===== src/rtl/anb_defines.svh =====
// timing, width and field constants for the nor bus host controller
`ifndef ANB_DEFINES_SVH
`define ANB_DEFINES_SVH

`define ANB_CLK_PERIOD_NS     100
`define ANB_RANDOM_ACCESS_NS  70
`define ANB_PAGE_ACCESS_NS    20
`define ANB_WE_PULSE_NS       35
`define ANB_CE_HIGH_NS        30
`define ANB_RST_PULSE_NS      500
`define ANB_RESET_ABORT_NS    25000
`define ANB_RESET_TO_READ_NS  50000
`define ANB_RESET_TO_WRITE_NS 50000
`define ANB_SYNC_CYC          2
`define ANB_CNT_W             12
`define ANB_ADDR_W            25
`define ANB_PIN_ADDR_W        24
`define ANB_DATA_W            16
`define ANB_BLK_W             8
`define ANB_PAGE_LSB_X16      4
`define ANB_PAGE_LSB_X8       5
`define ANB_BLK_LSB_X16       16
`define ANB_BLK_LSB_X8        17
`define ANB_DQ_MSB            15
`define ANB_BYTE_MASK         16'h00FF
`define ANB_OE_X16            16'hFFFF
`define ANB_OE_X8             16'h80FF

`endif


===== src/rtl/anb_pkg.sv =====
// types for the nor bus host controller
package anb_pkg;
   typedef enum logic [2:0] {
      ST_RST_LOW  = 3'h0,
      ST_RECOVER  = 3'h1,
      ST_IDLE     = 3'h2,
      ST_RD_WAIT  = 3'h3,
      ST_WR_SETUP = 3'h4,
      ST_WR_PULSE = 3'h5,
      ST_WR_HOLD  = 3'h6,
      ST_DESEL    = 3'h7
   } anb_state_e;
endpackage : anb_pkg


===== src/rtl/anb_host.sv =====
// host controller driving an asynchronous parallel nor flash bus
`timescale 1ns/1ns
`default_nettype none
`include "anb_defines.svh"
module anb_host #(
   parameter int RST_PULSE_NS      = `ANB_RST_PULSE_NS,
   parameter int RESET_ABORT_NS    = `ANB_RESET_ABORT_NS,
   parameter int RESET_TO_READ_NS  = `ANB_RESET_TO_READ_NS,
   parameter int RESET_TO_WRITE_NS = `ANB_RESET_TO_WRITE_NS
) (
   input  wire logic                        core_clk,
   input  wire logic                        rst_n,
   input  wire logic                        req_valid,
   input  wire logic                        req_write,
   input  wire logic [`ANB_ADDR_W-1:0]      req_addr,
   input  wire logic [`ANB_DATA_W-1:0]      req_wdata,
   output logic                             req_ready,
   output logic                             rsp_valid,
   output logic [`ANB_DATA_W-1:0]           rsp_rdata,
   output logic [`ANB_BLK_W-1:0]            rsp_block,
   input  wire logic                        cfg_byte_mode,
   input  wire logic                        cfg_protect_n,
   input  wire logic                        dev_reset_req,
   output logic                             dev_busy,
   output logic                             flash_ce_n,
   output logic                             flash_oe_n,
   output logic                             flash_we_n,
   output logic                             flash_rst_n,
   output logic                             word_mode_pin,
   output logic                             protect_boost_pin,
   output logic [`ANB_PIN_ADDR_W-1:0]       flash_addr,
   input  wire logic [`ANB_DATA_W-1:0]      dq_in,
   output logic [`ANB_DATA_W-1:0]           dq_out,
   output logic [`ANB_DATA_W-1:0]           dq_oe,
   input  wire logic                        ready_busy_n_in
);
   function automatic logic [`ANB_CNT_W-1:0] ns_to_cyc(input int ns);
      int c;
      c = (ns + `ANB_CLK_PERIOD_NS - 1) / `ANB_CLK_PERIOD_NS;
      c = (c < 1) ? 1 : c;
      return c[`ANB_CNT_W-1:0];
   endfunction : ns_to_cyc
   // page tag: address bits above the 16-word page
   function automatic logic [`ANB_ADDR_W-1:0] page_tag(input logic [`ANB_ADDR_W-1:0] a,
                                                      input logic bm);
      return bm ? (a >> `ANB_PAGE_LSB_X8) : (a >> `ANB_PAGE_LSB_X16);
   endfunction : page_tag
   function automatic logic [`ANB_BLK_W-1:0] block_of(input logic [`ANB_ADDR_W-1:0] a,
                                                     input logic bm);
      logic [`ANB_ADDR_W-1:0] s;
      s = bm ? (a >> `ANB_BLK_LSB_X8) : (a >> `ANB_BLK_LSB_X16);
      return s[`ANB_BLK_W-1:0];
   endfunction : block_of
   localparam logic [`ANB_CNT_W-1:0] RAND_CYC  = ns_to_cyc(`ANB_RANDOM_ACCESS_NS)
                                               + `ANB_CNT_W'(`ANB_SYNC_CYC);
   localparam logic [`ANB_CNT_W-1:0] PAGE_CYC  = ns_to_cyc(`ANB_PAGE_ACCESS_NS)
                                               + `ANB_CNT_W'(`ANB_SYNC_CYC);
   localparam logic [`ANB_CNT_W-1:0] WE_CYC    = ns_to_cyc(`ANB_WE_PULSE_NS);
   localparam logic [`ANB_CNT_W-1:0] CEH_CYC   = ns_to_cyc(`ANB_CE_HIGH_NS);
   localparam int                    RST_LO_NS = (RST_PULSE_NS > RESET_ABORT_NS)
                                               ? RST_PULSE_NS : RESET_ABORT_NS;
   localparam logic [`ANB_CNT_W-1:0] RSTL_CYC  = ns_to_cyc(RST_LO_NS);
   localparam logic [`ANB_CNT_W-1:0] RD_REC    = ns_to_cyc(RESET_TO_READ_NS);
   localparam logic [`ANB_CNT_W-1:0] WR_REC    = ns_to_cyc(RESET_TO_WRITE_NS);
   anb_pkg::anb_state_e              state_ff, nxt_state;
   logic [`ANB_CNT_W-1:0]            cnt_ff, nxt_cnt;
   logic [`ANB_CNT_W-1:0]            rec_ff, nxt_rec;
   logic                             page_open_ff, nxt_page_open;
   logic [`ANB_ADDR_W-1:0]           addr_ff, nxt_addr;
   logic [`ANB_DATA_W-1:0]           wdata_ff, nxt_wdata;
   logic                             bm_ff, nxt_bm;
   logic                             rsp_valid_ff, nxt_rsp_valid;
   logic [`ANB_DATA_W-1:0]           rdata_ff, nxt_rdata;
   logic [`ANB_BLK_W-1:0]            blk_ff, nxt_blk;
   logic                             prot_ff;
   logic [`ANB_DATA_W-1:0]           dq_s1_ff, dq_s2_ff;
   logic                             rb_s1_ff, rb_s2_ff;
   logic                             rd_ok, wr_ok, page_hit, close_page;
   // pin inputs pass two flops before use
   always_ff @(posedge core_clk or negedge rst_n)
   begin
      if (!rst_n)
      begin
         dq_s1_ff <= '0;
         dq_s2_ff <= '0;
         rb_s1_ff <= 1'b1;
         rb_s2_ff <= 1'b1;
         prot_ff  <= 1'b0;
      end
      else
      begin
         dq_s1_ff <= dq_in;
         dq_s2_ff <= dq_s1_ff;
         rb_s1_ff <= ready_busy_n_in;
         rb_s2_ff <= rb_s1_ff;
         prot_ff  <= cfg_protect_n;
      end
   end
   // device stays active while it reports busy, whatever ce shows
   assign dev_busy          = !rb_s2_ff;
   assign protect_boost_pin = prot_ff;
   assign rd_ok    = (rec_ff >= RD_REC);
   assign wr_ok    = (rec_ff >= WR_REC);
   assign page_hit = page_open_ff && (bm_ff == cfg_byte_mode)
                   && (page_tag(req_addr, bm_ff) == page_tag(addr_ff, bm_ff));
   // a page miss or a width change closes the page; ready stays low meanwhile
   assign close_page = page_open_ff && ((bm_ff != cfg_byte_mode)
                     || (req_valid && !req_write && !page_hit));
   assign req_ready = (state_ff == anb_pkg::ST_IDLE) && !dev_reset_req && !close_page
                    && (req_write ? wr_ok : rd_ok);
   always_comb
   begin
      nxt_state     = state_ff;
      nxt_cnt       = cnt_ff;
      nxt_rec       = rec_ff;
      nxt_page_open = page_open_ff;
      nxt_addr      = addr_ff;
      nxt_wdata     = wdata_ff;
      nxt_bm        = bm_ff;
      nxt_rsp_valid = 1'b0;
      nxt_rdata     = rdata_ff;
      nxt_blk       = blk_ff;
      if (state_ff != anb_pkg::ST_RST_LOW && (rec_ff < WR_REC || rec_ff < RD_REC))
      begin
         nxt_rec = rec_ff + `ANB_CNT_W'(1);
      end
      case (state_ff)
         anb_pkg::ST_RST_LOW:
         begin
            // held low long enough to also cover an abort in flight
            nxt_page_open = 1'b0;
            nxt_rec       = '0;
            nxt_cnt       = cnt_ff + `ANB_CNT_W'(1);
            if (cnt_ff >= RSTL_CYC)
            begin
               nxt_state = anb_pkg::ST_RECOVER;
               nxt_cnt   = '0;
            end
         end
         anb_pkg::ST_RECOVER:
         begin
            if (rd_ok)
            begin
               nxt_state = anb_pkg::ST_IDLE;
            end
         end
         anb_pkg::ST_IDLE:
         begin
            nxt_bm = cfg_byte_mode;
            if (dev_reset_req)
            begin
               nxt_state = anb_pkg::ST_RST_LOW;
               nxt_cnt   = '0;
            end
            else if (close_page)
            begin
               // ce high for a cycle so the next read is a full random one
               nxt_page_open = 1'b0;
            end
            else if (req_valid && req_ready)
            begin
               nxt_addr      = req_addr;
               nxt_wdata     = req_wdata;
               nxt_blk       = block_of(req_addr, cfg_byte_mode);
               nxt_cnt       = '0;
               nxt_page_open = page_open_ff && !req_write;
               nxt_state     = req_write ? anb_pkg::ST_WR_SETUP : anb_pkg::ST_RD_WAIT;
            end
         end
         anb_pkg::ST_RD_WAIT:
         begin
            nxt_cnt = cnt_ff + `ANB_CNT_W'(1);
            if (cnt_ff + `ANB_CNT_W'(1) >= (page_open_ff ? PAGE_CYC : RAND_CYC))
            begin
               nxt_rdata     = bm_ff ? (dq_s2_ff & `ANB_BYTE_MASK) : dq_s2_ff;
               nxt_rsp_valid = 1'b1;
               nxt_page_open = 1'b1;
               nxt_state     = anb_pkg::ST_IDLE;
            end
         end
         anb_pkg::ST_WR_SETUP:
         begin
            nxt_state = anb_pkg::ST_WR_PULSE;
            nxt_cnt   = '0;
         end
         anb_pkg::ST_WR_PULSE:
         begin
            // every strobe lasts whole cycles, far above the glitch filter
            nxt_cnt = cnt_ff + `ANB_CNT_W'(1);
            if (cnt_ff + `ANB_CNT_W'(1) >= WE_CYC)
            begin
               nxt_state = anb_pkg::ST_WR_HOLD;
            end
         end
         anb_pkg::ST_WR_HOLD:
         begin
            nxt_state     = anb_pkg::ST_DESEL;
            nxt_cnt       = '0;
            nxt_rsp_valid = 1'b1;
         end
         anb_pkg::ST_DESEL:
         begin
            nxt_cnt = cnt_ff + `ANB_CNT_W'(1);
            if (cnt_ff + `ANB_CNT_W'(1) >= CEH_CYC)
            begin
               nxt_state = anb_pkg::ST_IDLE;
            end
         end
         default:
         begin
            nxt_state = anb_pkg::ST_RST_LOW;
            nxt_cnt   = '0;
         end
      endcase
   end
   always_ff @(posedge core_clk or negedge rst_n)
   begin
      if (!rst_n)
      begin
         state_ff     <= anb_pkg::ST_RST_LOW;
         cnt_ff       <= '0;
         rec_ff       <= '0;
         page_open_ff <= 1'b0;
         addr_ff      <= '0;
         wdata_ff     <= '0;
         bm_ff        <= 1'b0;
         rsp_valid_ff <= 1'b0;
         rdata_ff     <= '0;
         blk_ff       <= '0;
      end
      else
      begin
         state_ff     <= nxt_state;
         cnt_ff       <= nxt_cnt;
         rec_ff       <= nxt_rec;
         page_open_ff <= nxt_page_open;
         addr_ff      <= nxt_addr;
         wdata_ff     <= nxt_wdata;
         bm_ff        <= nxt_bm;
         rsp_valid_ff <= nxt_rsp_valid;
         rdata_ff     <= nxt_rdata;
         blk_ff       <= nxt_blk;
      end
   end
   assign rsp_valid = rsp_valid_ff;
   assign rsp_rdata = rdata_ff;
   assign rsp_block = blk_ff;
   // pin drive, all from state flops
   logic wr_phase;
   assign wr_phase      = (state_ff == anb_pkg::ST_WR_SETUP) || (state_ff == anb_pkg::ST_WR_PULSE)
                        || (state_ff == anb_pkg::ST_WR_HOLD);
   assign flash_rst_n   = (state_ff != anb_pkg::ST_RST_LOW);
   // ce stays low between reads only while a page is open, else standby
   assign flash_ce_n    = !(wr_phase || (state_ff == anb_pkg::ST_RD_WAIT)
                            || ((state_ff == anb_pkg::ST_IDLE) && page_open_ff));
   assign flash_oe_n    = (state_ff != anb_pkg::ST_RD_WAIT);
   // address latched at we fall after ce fall, data at we rise before ce rise
   assign flash_we_n    = (state_ff != anb_pkg::ST_WR_PULSE);
   assign word_mode_pin = !bm_ff;
   assign flash_addr    = bm_ff ? addr_ff[`ANB_ADDR_W-1:1]
                                : addr_ff[`ANB_PIN_ADDR_W-1:0];
   always_comb
   begin
      dq_out = wdata_ff;
      dq_oe  = wr_phase ? `ANB_OE_X16 : '0;
      if (bm_ff)
      begin
         dq_out[`ANB_DQ_MSB] = addr_ff[0];
         dq_oe               = wr_phase ? `ANB_OE_X8 : (`ANB_OE_X8 & ~`ANB_BYTE_MASK);
      end
   end
endmodule : anb_host
`default_nettype wire


===== config.mk =====
export PLATFORM = sky130hd
export DESIGN_NAME = anb_host
export DESIGN_NICKNAME = d
export VERILOG_FILES = /design/src/rtl/anb_pkg.sv /design/src/rtl/anb_host.sv
export VERILOG_INCLUDE_DIRS = /design/src /design/src/rtl
export SDC_FILE = /design/constraint.sdc
export NUM_CORES = 1
export LEC_CHECK = 0
export BUFFER_PORTS_ARGS = -buffer_cell sky130_fd_sc_hd__buf_4
export CELL_PAD_IN_SITES_DETAIL_PLACEMENT = 0
export CELL_PAD_IN_SITES_GLOBAL_PLACEMENT = 1
export CORE_ASPECT_RATIO = 0.6
export CORE_MARGIN = 10
export CORE_UTILIZATION = 43
export CTS_BUF_LIST = sky130_fd_sc_hd__clkbuf_2 sky130_fd_sc_hd__clkbuf_4 sky130_fd_sc_hd__clkbuf_8
export DETAILED_ROUTE_END_ITERATION = 16
export PLACE_DENSITY = 0.82
export SLEW_MARGIN = 0
export SYNTH_ARGS = -nofsm -noshare
export SYNTH_HDL_FRONTEND = slang
export SYNTH_SLANG_ARGS = --single-unit

===== constraint.sdc =====
create_clock -name core_clk -period 3.3 [get_ports core_clk]
set_clock_uncertainty 0.15 [all_clocks]
set_input_delay 0.33 -clock core_clk [delete_from_list [all_inputs] [get_ports core_clk]]
set_output_delay 0.33 -clock core_clk [all_outputs]
set_load 0.005 [all_outputs]

After elaboration in Yosys (flattened, before gate mapping)
Index checks and enable logic that the tools add are counted.

storage, ports and cells
  register bits = 130
  input port bits = 65
  output and inout port bits = 89

cells by class
  $add $sub $neg = 2
  order comparisons = 5
  equal/unequal tests = 21
  multiplexer cells = 33
  bitwise gates (word level) = 2
  reductions and logical operators = 36

operators with widths
  kind                   number
  $mux 12                6
  $mux 16                3
  $pmux 12 s4            1
  $mux 21                2
  $mux 3                 9
  $add 12x1->12 const B  2
  $mux 24                1
  $pmux 3 s8             1
  $eq 21x21->1           1
  $mux 8                 2
  $eq 3x3->1 const B     4
  $ge 12x1->1 const B    1
  $ge 12x2->1 const B    1
  $ge 12x8->1 const B    1
  $ge 12x9->1 const B    1
  $logic_and 1x1->1      12
  $lt 12x9->1 const B    1
  $ne 2x2->1 const B     6
  $ne 3x3->1 const B     4
  $reduce_and 4->1       2
  $logic_not 1->1        7
  $reduce_and 7->1       1
  $eq 3x2->1 const B     2
  $mux 1                 6
  other kinds (16)       22

Longest topological paths before layout
  word-level depth = 15
  depth in mapped cells = 11

Least setup slack after synthesis
Ideal clock, no wire load.

  kind = flip-flop to flip-flop
  start point = register cnt_ff[1]
  end point = register rdata_ff[5], in the netlist rsp_rdata[5]
  arrival time = 2502 ps
  slack = 524 ps
  cell stages (with the launch flop) = 11
  path buffers = 2
  clock period less this slack = 2776 ps
  cells stage by stage = dfrtp_1 ha_1 buf_2 nand3_2 nor3_4 and3_1 o21bai_1 a2111o_1 o21bai_4 buf_4 mux2_2

between the ends
  cells in the longest elaborated chain, start to end = 3

ends and longest elaborated chain
  item                               RTL line         RTL
  start: declaration                 anb_host.sv:66   logic [`ANB_CNT_W-1:0] cnt_ff, nxt_cnt;
  start signal: assignment           anb_host.sv:234  cnt_ff <= nxt_cnt;
  $add 12x1->12                      anb_host.sv:173  if (cnt_ff + `ANB_CNT_W'(1) >= (page_open_ff ? PAGE_CYC : RAND_CYC))
  $ge 12x2->1                        anb_host.sv:173
  $reduce_and 2->1 (no source line)  --
  end signal: assignment             anb_host.sv:241  rdata_ff <= nxt_rdata;
  end: declaration                   anb_host.sv:73   logic [`ANB_DATA_W-1:0] rdata_ff, nxt_rdata;

Every way passes these cells.
A chain may end at the register's enable or synchronous reset.

Worst setup path in the final report
  start point = input port req_addr[22]
  end point = register state_ff[0]

between the ends
  cells in the longest elaborated chain, start to end = 13
  elaborated cells on any way between the ends = 14
  classes of those cells = eq/ne: 3; mux: 1; reduce/logical: 10

ends and longest elaborated chain
  item                                   RTL line         RTL
  start: declaration                     anb_host.sv:15   input wire logic [`ANB_ADDR_W-1:0] req_addr,
  $mux 21 (*)                            anb_host.sv:46   return bm ? (a >> `ANB_PAGE_LSB_X8) : (a >> `ANB_PAGE_LSB_X16);
  $eq 21x21->1 (*)                       anb_host.sv:105  && (page_tag(req_addr, bm_ff) == page_tag(addr_ff, bm_ff));
  $logic_and 1x1->1 (*)                  anb_host.sv:105
  $logic_not 1->1 (*)                    anb_host.sv:108  || (req_valid && !req_write && !page_hit));
  $logic_and 1x1->1 (*)                  anb_host.sv:108
  $logic_or 1x1->1 (*)                   anb_host.sv:108
  $logic_and 1x1->1 (*)                  anb_host.sv:107  assign close_page = page_open_ff && ((bm_ff != cfg_byte_mode)
  $logic_not 1->1                        anb_host.sv:109  assign req_ready = (state_ff == anb_pkg::ST_IDLE) && !dev_reset_req && !close_page
  $logic_and 1x1->1                      anb_host.sv:109
  $logic_and 1x1->1                      anb_host.sv:110  && (req_write ? wr_ok : rd_ok);
  $logic_and 1x1->1                      anb_host.sv:160  else if (req_valid && req_ready)
  $ne 3x3->1 (no source line)            --
  $reduce_and 7->1 (no source line) (*)  --
  end signal: assignment                 anb_host.sv:220  state_ff <= anb_pkg::ST_RST_LOW;
  end signal: assignment                 anb_host.sv:233  state_ff <= nxt_state;
  end: declaration                       anb_host.sv:65   anb_pkg::anb_state_e state_ff, nxt_state;

Mark *: on every way between the ends. The rest lies on a longest branch, timed or not.

==> results.toml <==
[floorplan]
coreArea_um2 = 13900
initial_core_util_pct = 44.6
rows = 33
io_pins = 154
die-area_um2 = 19700
chipWidth_um = 175
die_height_um = 113

[synthesis]
synth_area_um2 = 6190
synth.area.top_cells = "dfrtp_1, mux2_2, mux2_1"
yosys_register_bits = 130
synth_edf_count = 0
yosysWarnings = 0
synth_nets = 633
synth_cell_types = 57
synth_top_area_share_pct = 51.8
avgSynthCellArea_um2 = 11.0
seq_area_frac_synth_pct = 52.6
synth_ff_type = "dfrtp_1"
synth-async-reset-ratio_pct = 100
synth_top_cell_by_area = "dfrtp_1"
synthCells = 562

[setup_path]
worstSetupPathType = "in -> reg"
reg2regPathDepth = 7
regToRegSetupSlack_ns = 0.33
end_kind = "register"
critPathLaunchType = "input pin"
r2r-start = "bm_ff"
startpoint = "req_addr[22]"
path_common_cell = "a31oi_1"
crit_required_ns = 3.47
cp_max_fo = 14
crit_path_max_incr_delay_ns = 1.05
crit_path_top_delay_cell = "a31oi_1"
crit-reg2reg-capture = "cnt_ff[0]"
path_cells = "dlygate4sd3_1 -> buf_4 -> xor2_1 -> nor2_1 -> and4_1 -> a31oi_1 -> a22oi_2 -> a31oi_1 -> a21oi_1 -> a22o_1"
worstPathArrival_ns = 3.33

[timing]
tns_ns = 0
worstMarginPinSlew_ns = 1.30
maxSlewViolCount = 0
period_share_pct = 95.7
setup_viol_count_final = 0
max_freq_mhz = 317
period_needed_ns = 3.16
slew_headroom_pct = 12.8
hold_slack_ns = 0.0303
hold_viol_final = 0

[finish]
num_antenna_cells = 0
utilization_pct = 60.3
final_nets = 817
final_cell_mix = "buf_4, dfrtp_1, nand2_1"
finalNonFillerCells = 951
syn2layout_area_growth_pct = 35.2
drive_above_1_share_pct = 32.7
final_common_cell = "buf_4"

[drt]
top_layer = "met4"
firstDrtPassIters = 4
routed-wl-met2_um = 7250
wirelength_um = 16700
wl_met1_um = 7750
vias_per_cell = 5.03
dr_wl_met3_um = 1470
drc = 0
wl_per_cell_um = 17.6
dr_total_vias = 4788
drt_iter0_markers = 296
drtAntennaViolNets = 0

[pwr]
p_per_area_nw_per_um2 = 580
p_leak_nw = 4.11
ir_drop_v = 0.000362

[clocking]
cts_tree = "yes"
cts.reportedPaths.clkPinSlew_ns = 0.08
clockBufferDepth = 2
clk_latency_ns = 0.43
cts_sinks = 130
cts-buffers-inserted = 17
htreeDepth = 4
root_buffer = "clkbuf_8"

[place]
dp.cells = 865
port_buffers = 153
dp.final_hpwl_um = 11600
routabilityCongestion = 0.924

[min_path]
hp-start = "req_addr[16]"
min_path_cells = 2
min_path_type = "in -> reg"
hold_end = "addr_ff[16]"

[global_routing]
grt_max_degree = 63
grt_pass1_vias = 4954
track_usage_pct = 16.9
grt_pass1_wl_um = 27200
grt-ovfl-total = 0
antenna_found_initial = 0

[flow_run]
max_cap_violations = 0

[outcome]
outcome = "complete, no violations"
-- cell usage after synthesis (3+ instances only) --
library cell,n
dfrtp_1,128
mux2_1,33
a31oi_1,5
a21oi_1,11
and2_1,7
o22a_1,4
buf_2,9
xor2_1,13
nor2b_1,8
nor4_1,3
buf_1,3
buf_4,30
nand3_1,11
nand2b_1,12
nor3_1,9
o31ai_1,8
ha_1,6
nand2_1,57
clkbuf_1,9
xnor2_1,6
inv_1,18
o21ai_0,45
mux2_2,34
nor2_1,33
mux2i_1,11
nand4_1,9
-- cell families after synthesis --
| group | share of synthesized area (%) |
|---|---|
| DFF | 52.6 |
| buffers and inverters | 6.27 |
| muxes | 14.0 |
| adders and majority gates | 1.21 |
| AOI/OAI and AO/OA | 9.97 |
| and+or+nand+nor | 13.3 |
| xor gates and xnor gates | 2.69 |
-- registers in the layout (all words and copies together) (netlist names) --
| signal | cells |
|---|---|
| wdata_ff | 16 |
| page_open_ff | 1 |
| rsp_valid | 1 |
| protect_boost_pin | 1 |
| rsp_rdata | 16 |
| rb_s2_ff | 1 |
| rsp_block | 8 |
| bm_ff | 1 |
| rec_ff | 12 |
| addr_ff | 25 |
| rb_s1_ff | 1 |
| cnt_ff | 12 |
| state_ff | 3 |
| dq_s1_ff | 16 |
| dq_s2_ff | 16 |
-- report_power, final --
group          internal [W]  switching (W)  total, W  leakage, nW
clock network      0.000706       0.000710   0.00142        0.199
registers           0.00178       0.000205   0.00199         1.70
logic              0.000675       0.000769   0.00144         2.21
-- worst max-delay path, delay by kind of cell --
family / cells / cell delay, ns
xor gates and xnor gates: 1 / 0.22
buffers and inverters: 2 / 0.69
and+or+nand+nor: 2 / 0.28
AOI/OAI and AO/OA: 5 / 1.80
-- how the worst max path moves through the flow --
| stage | endpoint | slack [ns] | cells after the start |
|---|---|---|---|
| 2_1_floorplan | rsp_rdata[5] | 0.52 | 10 |
| 3_3_place_gp | cnt_ff[0] | 0.35 | 7 |
| 3_5_place_dp | cnt_ff[0] | 0.32 | 7 |
| 4_1_cts | req_ready | 0.01 | 10 |
| 5_1_grt | req_ready | -0.02 | 8 |
| 6_report | state_ff[0] | 0.14 | 10 |
-- final cells by class --
type | count | area [um2]
Fill cell | 1118 | 5510
Sequential cell | 130 | 3260
Multi-Input combinational cell | 362 | 2610
Timing Repair Buffer | 217 | 1790
Clock buffer | 18 | 241
Tap cell | 192 | 240
Clock inverter | 14 | 166
Inverter | 18 | 67.6
-- through the flow --
step / setup slack (ns) / cell area (um2) / total power [W]
after floorplan: 0.524 / 6190 / 0.00278
after global placement: 0.348 / 7360 / 0.00334
after detailed placement: 0.324 / 7360 / 0.00339
after CTS: 0.0148 / 8300 / 0.00488
after global routing: -0.0198 / 8370 / 0.00515
final: 0.142 / 8370 / 0.00485
-- metal layers --
metal | track usage [%] | up-vias
met2 | 25.0 | 160
met3 | 6.77 | 24
met1 | 22.5 | 2309
met4 | 4.44 | 0
li1 | - | 2295
met5 | 0 | -
-- what timing repair did --
item | CTS | global route
buffers inserted | 0 | 1
setup endpoints to repair | 1 | 44
endpoints found under the hold margin | 79 | 0
pin swaps | 0 | 4
resized for setup | 1 | 10
hold buffers | 53 | 0
(Power assumes the default switching activity.)
